[src/rtl/csc_pkg.sv]
package csc_pkg;

  localparam logic [11:0] OFS_MAX_CORR    = 12'h5A0;
  localparam logic [11:0] OFS_CAM_START   = 12'h5A2;
  localparam logic [11:0] OFS_CAM_AREAS   = 12'h5A4;
  localparam logic [11:0] OFS_CAM_CYCLES  = 12'h5A6;
  localparam logic [11:0] OFS_CAM_MPULSE  = 12'h5A8;
  localparam logic [11:0] OFS_SYNC_IVAL   = 12'h59C;
  localparam logic [11:0] OFS_SYNC_ERR    = 12'h59E;
  localparam logic [11:0] OFS_SYNC_POS    = 12'h59A;
  localparam logic [11:0] OFS_CAM_CTRL    = 12'h5B0;

  localparam logic [15:0] RST_MAX_CORR    = 16'h000A;
  localparam logic [15:0] RST_CAM_START   = 16'h0064;
  localparam logic [15:0] RST_CAM_AREAS   = 16'h0005;
  localparam logic [15:0] RST_CAM_CYCLES  = 16'h0001;
  localparam logic [31:0] RST_CAM_MPULSE  = 32'h00000E10;
  localparam logic [31:0] RST_SYNC_IVAL   = 32'h00000064;

  localparam logic [15:0] MAX_CORR_LIMIT  = 16'h005A;
  localparam logic [15:0] ARRAY_SIZE      = 16'h0320;
  localparam logic [15:0] AREAS_MIN       = 16'h0005;
  localparam logic [15:0] AREAS_MAX       = 16'h02D0;
  localparam logic [15:0] CYCLES_MAX      = 16'h7FFF;
  localparam logic [31:0] MPULSE_MAX      = 32'h3FFFFFFF;
  localparam logic [47:0] PRODUCT_MAX     = 48'h00007FFFFFFF;
  localparam logic [7:0]  PERCENT_FULL    = 8'h64;

  localparam int          CTRL_EN_BIT     = 0;
  localparam int          CTRL_ENG_BIT    = 1;
  localparam int          CTRL_NEWFW_BIT  = 2;

  typedef struct packed {
    logic        sample;
    logic        capture;
  } csc_evt_t;

endpackage

[src/rtl/csc_top.sv]
`timescale 1ns/1ps
// Notes on behaviour
// - Error equals output count minus interval times captures
// - Error refreshed once per axis run after capture
// - Written error is added to target position offset
// - Rate band 100 plus/minus setting, 0..90; code corrects at 100 plus/minus (setting minus 1)
// - Rate is output over input, steer error zero
// - Start address picks first point, 0..800-N
// - Older mode: start locked while cam enabled
// - Newer mode: start applied only while engaged
// - N areas read N points
// - Areas 5..720, fit array, product bounded
// - Areas, cycles, pulses writable only when stopped
// - M table cycles per P master pulses
module csc_top
  import csc_pkg::*;
(
  input  wire logic        core_clk,
  input  wire logic        sys_rst,
  input  wire logic        psel,
  input  wire logic        penable,
  input  wire logic        pwrite,
  input  wire logic [13:0] paddr,
  input  wire logic [31:0] pwdata,
  output logic      [31:0] prdata,
  output logic             pready,
  output logic             pslverr,
  input  wire logic        master_pulse_pin,
  input  wire logic        capture_pin,
  output logic             sync_step,
  output logic      [9:0]  cam_point_addr,
  output logic      [15:0] cam_cycles_done
);

  typedef struct packed {
    logic [2:0]  mp_s;
    logic [2:0]  cp_s;
    logic [15:0] max_corr;
    logic [15:0] start_req;
    logic [15:0] start_act;
    logic [15:0] areas;
    logic [15:0] cycles;
    logic [31:0] mpulse;
    logic [31:0] ival;
    logic [31:0] err;
    logic [31:0] pos;
    logic [31:0] offset;
    logic [47:0] ideal;
    logic        cap_pend;
    logic [2:0]  ctrl;
    logic [7:0]  acc_in;
    logic [8:0]  acc_out;
    logic [47:0] phase;
    logic [15:0] area_idx;
    logic [15:0] cyc_done;
    logic        step;
    logic [31:0] rdata;
    logic        ready;
    logic        slverr;
    logic [9:0]  point;
  } csc_state_t;

  csc_state_t st_r;
  csc_state_t st_nxt;

  // Register index is the word address
  function automatic logic sel(input logic [13:0] a, input logic [11:0] o);
    sel = (a[13:2] == o);
  endfunction

  logic        mp_rise;
  logic        cp_rise;
  logic        cam_stopped;
  logic        wr_go;
  logic [47:0] prod;
  logic [31:0] diff;
  logic [7:0]  band_lo;
  logic [7:0]  band_hi;
  logic [15:0] area_len;

  assign mp_rise  = st_r.mp_s[1] & ~st_r.mp_s[2];
  assign cp_rise  = st_r.cp_s[1] & ~st_r.cp_s[2];
  assign cam_stopped = ~st_r.ctrl[CTRL_EN_BIT];
  assign wr_go    = psel & penable & pwrite;
  assign band_lo  = PERCENT_FULL - st_r.max_corr[7:0];
  assign band_hi  = PERCENT_FULL + st_r.max_corr[7:0];
  assign area_len = (st_r.areas == 16'h0000) ? 16'h0001 : st_r.areas;

  always_comb begin
    st_nxt = st_r;
    st_nxt.mp_s = {st_r.mp_s[1:0], master_pulse_pin};
    st_nxt.cp_s = {st_r.cp_s[1:0], capture_pin};
    st_nxt.step = 1'b0;
    st_nxt.ready = 1'b0;
    st_nxt.slverr = 1'b0;
    prod = 48'h0;
    diff = 32'h0;
    if (cp_rise) begin
      st_nxt.cap_pend = 1'b1;
      st_nxt.ideal = st_r.ideal + {16'h0000, st_r.ival};
    end
    if (mp_rise) begin
      st_nxt.acc_in = st_r.acc_in + 8'h01;
      diff = st_r.pos - st_r.ideal[31:0] - st_r.offset;
      if ($signed(diff) < 0)
        st_nxt.acc_out = st_r.acc_out + {1'b0, band_hi} - 9'h001;
      else if ($signed(diff) > 0)
        st_nxt.acc_out = st_r.acc_out + {1'b0, band_lo} + 9'h001;
      else
        st_nxt.acc_out = st_r.acc_out + {1'b0, PERCENT_FULL};
    end
    if (st_r.acc_out >= {1'b0, PERCENT_FULL} && !mp_rise) begin
      st_nxt.acc_out = st_r.acc_out - {1'b0, PERCENT_FULL};
      st_nxt.step = 1'b1;
      st_nxt.pos = st_r.pos + 32'h1;
      if (st_r.cap_pend) begin
        st_nxt.cap_pend = 1'b0;
        st_nxt.err = st_r.pos + 32'h1 - st_r.ideal[31:0];
      end
    end
    if (mp_rise && !cam_stopped) begin
      st_nxt.phase = st_r.phase + {32'h0, st_r.cycles} * {16'h0, area_len};
      prod = {16'h0, st_r.mpulse};
      if (st_nxt.phase >= prod) begin
        st_nxt.phase = st_nxt.phase - prod;
        if (st_r.area_idx >= st_r.areas - 16'h1) begin
          st_nxt.area_idx = 16'h0;
          st_nxt.cyc_done = st_r.cyc_done + 16'h1;
        end else begin
          st_nxt.area_idx = st_r.area_idx + 16'h1;
        end
      end
    end
    if (st_r.ctrl[CTRL_ENG_BIT])
      st_nxt.start_act = st_r.start_req;
    if (psel && !penable) begin
      st_nxt.ready = 1'b1;
      st_nxt.rdata = 32'h0;
      if (sel(paddr, OFS_MAX_CORR)) st_nxt.rdata = {16'h0, st_r.max_corr};
      else if (sel(paddr, OFS_CAM_START)) st_nxt.rdata = {16'h0, st_r.start_req};
      else if (sel(paddr, OFS_CAM_AREAS)) st_nxt.rdata = {16'h0, st_r.areas};
      else if (sel(paddr, OFS_CAM_CYCLES)) st_nxt.rdata = {16'h0, st_r.cycles};
      else if (sel(paddr, OFS_CAM_MPULSE)) st_nxt.rdata = st_r.mpulse;
      else if (sel(paddr, OFS_SYNC_IVAL)) st_nxt.rdata = st_r.ival;
      else if (sel(paddr, OFS_SYNC_ERR)) st_nxt.rdata = st_r.err;
      else if (sel(paddr, OFS_SYNC_POS)) st_nxt.rdata = st_r.pos;
      else if (sel(paddr, OFS_CAM_CTRL)) st_nxt.rdata = {29'h0, st_r.ctrl};
      else st_nxt.slverr = 1'b1;
      if (pwrite) begin
        st_nxt.rdata = 32'h0;
        if (sel(paddr, OFS_MAX_CORR)) begin
          if (pwdata[15:0] > MAX_CORR_LIMIT || pwdata[31:16] != 16'h0) st_nxt.slverr = 1'b1;
        end else if (sel(paddr, OFS_CAM_START)) begin
          if ({16'h0, pwdata[15:0]} > {16'h0, ARRAY_SIZE - st_r.areas} || pwdata[31:16] != 16'h0)
            st_nxt.slverr = 1'b1;
          if (!st_r.ctrl[CTRL_NEWFW_BIT] && st_r.ctrl[CTRL_EN_BIT]) st_nxt.slverr = 1'b1;
        end else if (sel(paddr, OFS_CAM_AREAS)) begin
          prod = {16'h0, pwdata[15:0]} * {16'h0, st_r.mpulse};
          if (pwdata[15:0] < AREAS_MIN || pwdata[15:0] > AREAS_MAX || pwdata[31:16] != 16'h0
              || pwdata[15:0] > ARRAY_SIZE - st_r.start_req || prod > PRODUCT_MAX)
            st_nxt.slverr = 1'b1;
          if (!cam_stopped) st_nxt.slverr = 1'b1;
        end else if (sel(paddr, OFS_CAM_CYCLES)) begin
          if (pwdata[15:0] == 16'h0 || pwdata[15:0] > CYCLES_MAX || pwdata[31:16] != 16'h0)
            st_nxt.slverr = 1'b1;
          if (!cam_stopped) st_nxt.slverr = 1'b1;
        end else if (sel(paddr, OFS_CAM_MPULSE)) begin
          prod = {32'h0, st_r.areas} * {16'h0, pwdata};
          if (pwdata > MPULSE_MAX || prod > PRODUCT_MAX) st_nxt.slverr = 1'b1;
          if (!cam_stopped) st_nxt.slverr = 1'b1;
        end
      end
    end
    if (wr_go && st_r.ready && !st_r.slverr) begin
      if (sel(paddr, OFS_MAX_CORR)) st_nxt.max_corr = pwdata[15:0];
      else if (sel(paddr, OFS_CAM_START)) st_nxt.start_req = pwdata[15:0];
      else if (sel(paddr, OFS_CAM_AREAS)) st_nxt.areas = pwdata[15:0];
      else if (sel(paddr, OFS_CAM_CYCLES)) st_nxt.cycles = pwdata[15:0];
      else if (sel(paddr, OFS_CAM_MPULSE)) st_nxt.mpulse = pwdata;
      else if (sel(paddr, OFS_SYNC_IVAL)) st_nxt.ival = pwdata;
      else if (sel(paddr, OFS_CAM_CTRL)) begin
        st_nxt.ctrl = pwdata[2:0];
        if (!pwdata[CTRL_EN_BIT]) begin
          st_nxt.area_idx = 16'h0;
          st_nxt.phase = 48'h0;
          st_nxt.cyc_done = 16'h0;
        end
      end else if (sel(paddr, OFS_SYNC_ERR)) begin
        st_nxt.offset = st_r.offset + pwdata;
        st_nxt.err = pwdata;
      end
    end
    st_nxt.point = st_nxt.start_act[9:0] + st_nxt.area_idx[9:0];
  end

  always_ff @(posedge core_clk or posedge sys_rst) begin
    if (sys_rst) begin
      st_r <= '0;
      st_r.point <= RST_CAM_START[9:0];
      st_r.max_corr <= RST_MAX_CORR;
      st_r.start_req <= RST_CAM_START;
      st_r.start_act <= RST_CAM_START;
      st_r.areas <= RST_CAM_AREAS;
      st_r.cycles <= RST_CAM_CYCLES;
      st_r.mpulse <= RST_CAM_MPULSE;
      st_r.ival <= RST_SYNC_IVAL;
    end else begin
      st_r <= st_nxt;
    end
  end

  assign prdata          = st_r.rdata;
  assign pready          = st_r.ready;
  assign pslverr         = st_r.slverr;
  assign sync_step       = st_r.step;
  assign cam_point_addr  = st_r.point;
  assign cam_cycles_done = st_r.cyc_done;

endmodule // csc_top

[config.mk]
export PLATFORM = sky130hd
export DESIGN_NAME = csc_top
export DESIGN_NICKNAME = d
export VERILOG_FILES = /design/src/rtl/csc_pkg.sv /design/src/rtl/csc_top.sv
export SDC_FILE = /design/constraint.sdc
export NUM_CORES = 2
export LEC_CHECK = 0
export BUFFER_PORTS_ARGS = -buffer_cell sky130_fd_sc_hd__buf_2
export CAP_MARGIN = 20
export CORE_ASPECT_RATIO = 1.1
export CORE_MARGIN = 3
export CORE_UTILIZATION = 65
export CTS_BUF_LIST = sky130_fd_sc_hd__clkbuf_4 sky130_fd_sc_hd__clkbuf_8 sky130_fd_sc_hd__clkbuf_16
export DETAILED_ROUTE_END_ITERATION = 10
export PLACE_DENSITY = 0.88
export SLEW_MARGIN = 20
export SYNTH_ARGS = -nofsm -noshare
export SYNTH_HDL_FRONTEND = slang
export SYNTH_SLANG_ARGS = --single-unit
[constraint.sdc]
create_clock -name core_clk -period 19.6 [get_ports core_clk]
set_clock_uncertainty 0.05 [all_clocks]
set_input_delay 3.92 -clock core_clk [delete_from_list [all_inputs] [get_ports core_clk]]
set_output_delay 3.92 -clock core_clk [all_outputs]
set_load 0.01 [all_outputs]
After elaboration in Yosys (flattened, before gate mapping). Index checks and enable logic that the tools add are counted.

Register bits after elaboration: 426. Output and inout port bits: 61. Word-level logic and storage cells: 185.

Add/subtract/negate cells: 22. $mul: 3. Order comparisons: 14. Equality and inequality tests: 9. Multiplexer cells: 69. Bitwise operators: 13. Reduce and logical (&&, ||, !) cells: 31.

Operators by type and width (number): 80-bit 2-to-1 mux (11); 32-bit 2-to-1 mux (19); 12-bit by 11-bit equality test with 1-bit output (second input constant) (9); 48-bit by 32-bit adder with 48-bit output (2); 48-bit by 31-bit greater-than comparator with 1-bit output (second input constant) (2); 16-bit by 32-bit multiplier with 48-bit output (2); 32-bit subtractor (3); 64-bit 2-to-1 mux (1); 48-bit by 32-bit >= comparator with 1-bit output (1); 16-bit 2-to-1 mux (3); 48-bit by 32-bit subtractor with 48-bit output (1); 9-bit 2-to-1 mux (4); 16-bit by 1-bit adder with 16-bit output (second input constant) (2); 32-bit by 1-bit adder with 32-bit output (second input constant) (1); 32-bit adder (1); 16-bit greater-than comparator (2); 32-bit by 1-bit greater-than comparator with 1-bit output (second input constant) (1); 32-bit by 30-bit greater-than comparator with 1-bit output (second input constant) (1); 16-bit logical NOT (2); 32-bit by 1-bit < comparator with 1-bit output (second input constant) (1); 16-bit by 16-bit multiplier with 32-bit output (1); 10-bit by 16-bit subtractor with 16-bit output (first input constant) (2); 1-bit 2-to-1 mux (28); 9-bit by 8-bit adder with 9-bit output (2); 32 further kinds (59).

Logic depth before layout (Yosys ltp).
Depth in word-level cells: 19. Mapped depth: 54.

Least setup slack after synthesis. Ideal clock, no wire load.

Path type: flip-flop to flip-flop. Start point: register st_r[370] (netlist name). End point: register st_r (netlist bit cam_point_addr[9]). Setup time: 0.079 ns. Data arrival time: 11.019 ns. Data required time: 19.471 ns. Path slack: 8.452 ns. Cell stages (with the launch flop): 52. Buffers on the path: 4. Period minus slack after synthesis: 11.148 ns. Cells stage by stage: dfstp_2 -> clkbuf_1 -> inv_1 -> ha_1 -> nand2_1 -> nor4_1 -> nor2_1 -> clkbuf_1 -> nand2_1 -> fa_1 -> fa_1 -> fa_1 -> inv_1 -> fa_1 -> fa_1 -> inv_1 -> fa_1 -> inv_1 -> [... 16 more ...] -> nand4b_1 -> nor3_2 -> and2_4 -> buf_6 -> nand2b_1 -> o21ai_0 -> and2_1 -> ha_1 -> a21o_1 -> a21oi_1 -> o21bai_1 -> a21oi_1 -> o21bai_1 -> a21oi_1 -> o21bai_1 -> a21oi_1 -> xnor2_1 -> xor2_1.

RTL lines: from (decl) (RTL line csc_top.sv:63) `csc_state_t st_r;`; from (signal assigned) (RTL line csc_top.sv:208) `st_r <= st_nxt;`.

==> flow_summary_export.csv <==
group,metric,value,unit
clock_network,numCtsBuffers,51,
sta,drv_slew,0,
floorplanning,die_area,116000,um^2
synth,synth_area,72600,um^2
finish,fin_nets,9921,
hold_path,holdCritStartpoint,"st_nxt[438]",
synth,synth_nets,10190,
setup_path,crit_slowest_cell,"nor4_2",
place,dpl.hpwl,165000,um
clock_network,cts_root_buf,"clkbuf_16",
sta,period_share,71.6,%
job,maxCapViolations,0,
sta,fin_ws,5.56,ns
power,seqPwrFrac,11.9,%
global_routing,antenna_found_initial,32,
sta,setup_violations,0,
place,gp_congestion,1.01,
synth,async_flop_share,100,%
route,vias,62957,
power,power.switching,0.00403,W
synth,synth_ff_type,"dfrtp_1",
global_routing,grt_pass1_vias,65761,
sta,max_freq,71.2,MHz
route,wire_per_inst,23.5,um
route,route.detailed.drc,0,
power,p_leak,37.0,nW
global_routing,grt_max_degree,127,
power,vdd_drop_max,0.380,mV
setup_path,crit_family,"simple AND/OR/NAND/NOR gates",
synth,synth_area_leaders,"fa_1 30%, dfrtp_1 13%, ha_1 10%",
hold_path,min_to,"st_nxt[439]",
global_routing,grt_pass1_wl,359000,um
synth,synth_most_common_cell,"inv_1",
sta,min_period,14.04,ns
floorplanning,num_rows,127,
setup_path,r2r_setup_slack,5.56,ns
sta,setup_tns,0,ns
power,p_int,0.00413,W
synth,avgSynthCellArea,8.61,um^2
synth,synth_commonest_cells,"1345 x inv_1, 1342 x nand2_1, 1100 x fa_1",
sta,tightest_slew,1.21,ns
hold_path,hold_depth,0,
finish,area_delta_synth_final,4.00,%
clock_network,cts.sinks,410,
global_routing,gr-total-overflow,0,
synth,ys_ff_latch,410,
route,finalWirelength,229000,um
power,power_frac_clock,13.5,%
synth,synth-edff-count,0,
route,final_antenna_net_count,0,
setup_path,cp_max_fo,84,
floorplanning,initial_core_util,66.0,%
clock_network,post-cts-setup-buffer-count,0,
setup_path,cp.required,20.13,ns
sta,relSlewSlack,19.3,%
setup_path,crit_type,"reg2reg",
status,outcome,"finished clean",
setup_path,r2r_end,"cam_point_addr[9]",
sta,hold_viol,0,
setup_path,cp_num_buf_inv,5,
floorplanning,die_h,357,um
clock_network,cts_resized,0,
setup_path,cp-start-kind,"register",
place,dp_slack,5.79,ns
power,pwr-share-comb,74.6,%
sta,rsz0062_at_grt,"no",
synth,synth_cell_types,105,
place,io_buffers,111,
floorplanning,num_io_pins,114,
synth,syn_inst,8437,
route,drt_iter0_drc,7960,
synth,yosys.area.top_type,"fa_1",
clock_network,clk_latency,0.68,ns
synth,seq_area_frac_synth,14.2,%
clock_network,tritoncts,"done",
finish,drive_gt1_share,6.30,%
hold_path,hp-class,"reg2reg",
setup_path,worst_setup_path_end_kind,"register",
clock_network,clockBufferDepth,3,
setup_path,arrival,14.58,ns
power,p_per_area,108,nW/um^2
setup_path,reg2reg_from,"st_r[380]",
power,switching_share,49.4,%
setup_path,worstRegToRegCells,49,
floorplanning,core,110000,um^2
clock_network,path_clk_slew,0.07,ns
clock_network,cts-htree-levels,2,
route,viasPerCell,6.48,
clock_network,cts_hold_buffers,0,
synth,synth_warnings,0,
route,dr.pass1.iters,10,
global_routing,track_usage,39.7,%
setup_path,max_stage_delay,0.92,ns
synth,synth_top_cell_area_share,30.3,%
floorplanning,die_x,325,um
[through the flow]
| stage | area [um^2] | std cells | total power (W) | hold slack, ns | util, % |
|---|---|---|---|---|---|
| 3_3_place_gp | 73500 | 9597 | 0.00659 | 0.283 | 66.8 |
| 6_report | 75500 | 9711 | 0.00816 | 0.291 | 68.7 |
| 3_5_place_dp | 73500 | 9598 | 0.00687 | 0.285 | 66.9 |
| 2_1_floorplan | 72600 | 8437 | 0.00547 | 0.281 | - |
| 4_1_cts | 75500 | 9694 | 0.00802 | 0.287 | 68.6 |
| 5_1_grt | 75500 | 9698 | 0.00887 | 0.305 | 68.6 |
[layout make-up]
type | count | area, um^2
multi-input combinational | 6164 | 55100
tap | 1483 | 1860
fill | 8167 | 34400
clock buffer | 73 | 1550
antenna | 17 | 42.5
clock inverter | 23 | 385
inverter | 1345 | 5060
sequential | 410 | 10300
timing repair buffer | 196 | 1210
[worst max-delay path by stage]
| stage | startpoint | to | slack, ns | cells after the start |
|---|---|---|---|---|
| 4_1_cts | st_r[380] | cam_point_addr[9] | 5.53 | 48 |
| 5_1_grt | st_r[380] | cam_point_addr[9] | 4.63 | 48 |
| 2_1_floorplan | sys_rst | cam_cycles_done[0] | 4.26 | 1 |
| 6_report | st_r[380] | cam_point_addr[9] | 5.56 | 49 |
| 3_3_place_gp | st_r[380] | cam_point_addr[9] | 6.04 | 48 |
| 3_5_place_dp | st_r[380] | cam_point_addr[9] | 5.79 | 48 |
[power by group through the flow]
stage                     logic, W  clock network (W)  registers (W)
final                      0.00608            0.00111       0.000969
after global routing       0.00676            0.00114       0.000972
after CTS                  0.00595            0.00111       0.000963
after detailed placement   0.00589                  0       0.000976
after global placement     0.00561                  0       0.000974
after floorplan            0.00452                  0       0.000957
[layer usage]
metal  part of all wire (%)  global-route usage [%]  wire length, um  up-vias
met2                     44                    61.1            99400     4506
li1                       -                       -                -    26378
met1                     34                    48.4            78800    30680
met4                    7.8                    25.2            17900       30
met5                   0.10                   0.410              235        -
met3                     14                    13.1            32200     1363
[registers in the layout (all words and copies together) (netlist names)]
name and cells:
prdata 32, cam_point_addr 10, st_r 345, st_nxt 4, sync_step 1, pslverr 1
pready 1, cam_cycles_done 16
[cells by family (layout without fill, tap and decap cells)]
logic type | after synthesis | in the layout | synth area share (%)
other cells | 0 | 17 | 0
simple gates | 2662 | 2662 | 17.2
fa+ha+maj | 1700 | 1700 | 40.7
buf+inv | 1863 | 1637 | 10.0
flops | 410 | 410 | 14.2
mux | 141 | 141 | 2.14
xor+xnor | 334 | 334 | 4.03
compound gates | 1327 | 1327 | 11.8
[cell usage in the layout, fill, tap and decap left out, types with 17 or more instances in the layout]
cell type     n
nand2_1    1341
a221oi_1     36
a21oi_1     331
buf_4        84
o31ai_1      22
o21ai_0     346
a211oi_1     82
ha_1        600
o221ai_1     29
inv_1      1344
a31oi_1      32
and2_1      400
nor4_1       41
nand3_1     106
xnor2_1     201
o211ai_1     33
or3_1        36
mux2i_1      27
mux2_2      113
dfstp_2      21
nor2_1      324
buf_2       111
and3_1       58
diode_2      17
o21a_1       47
xor2_1      133
nor2b_1      48
nor3_1       86
o21bai_1     33
a21o_1      135
dfrtp_1     376
nand2b_1     56
clkbuf_16    52
fa_1       1100
nand4_1      58
[worst register-to-register path, delay by kind of cell (launching register included)]
family | cells | cell delay, ns
compound gates | 15 | 3.11
xor+xnor | 3 | 0.59
simple gates | 17 | 5.10
fa+ha+maj | 9 | 3.96
flops | 1 | 0.40
buf+inv | 5 | 0.76
Power figures use the tool's default switching activity.
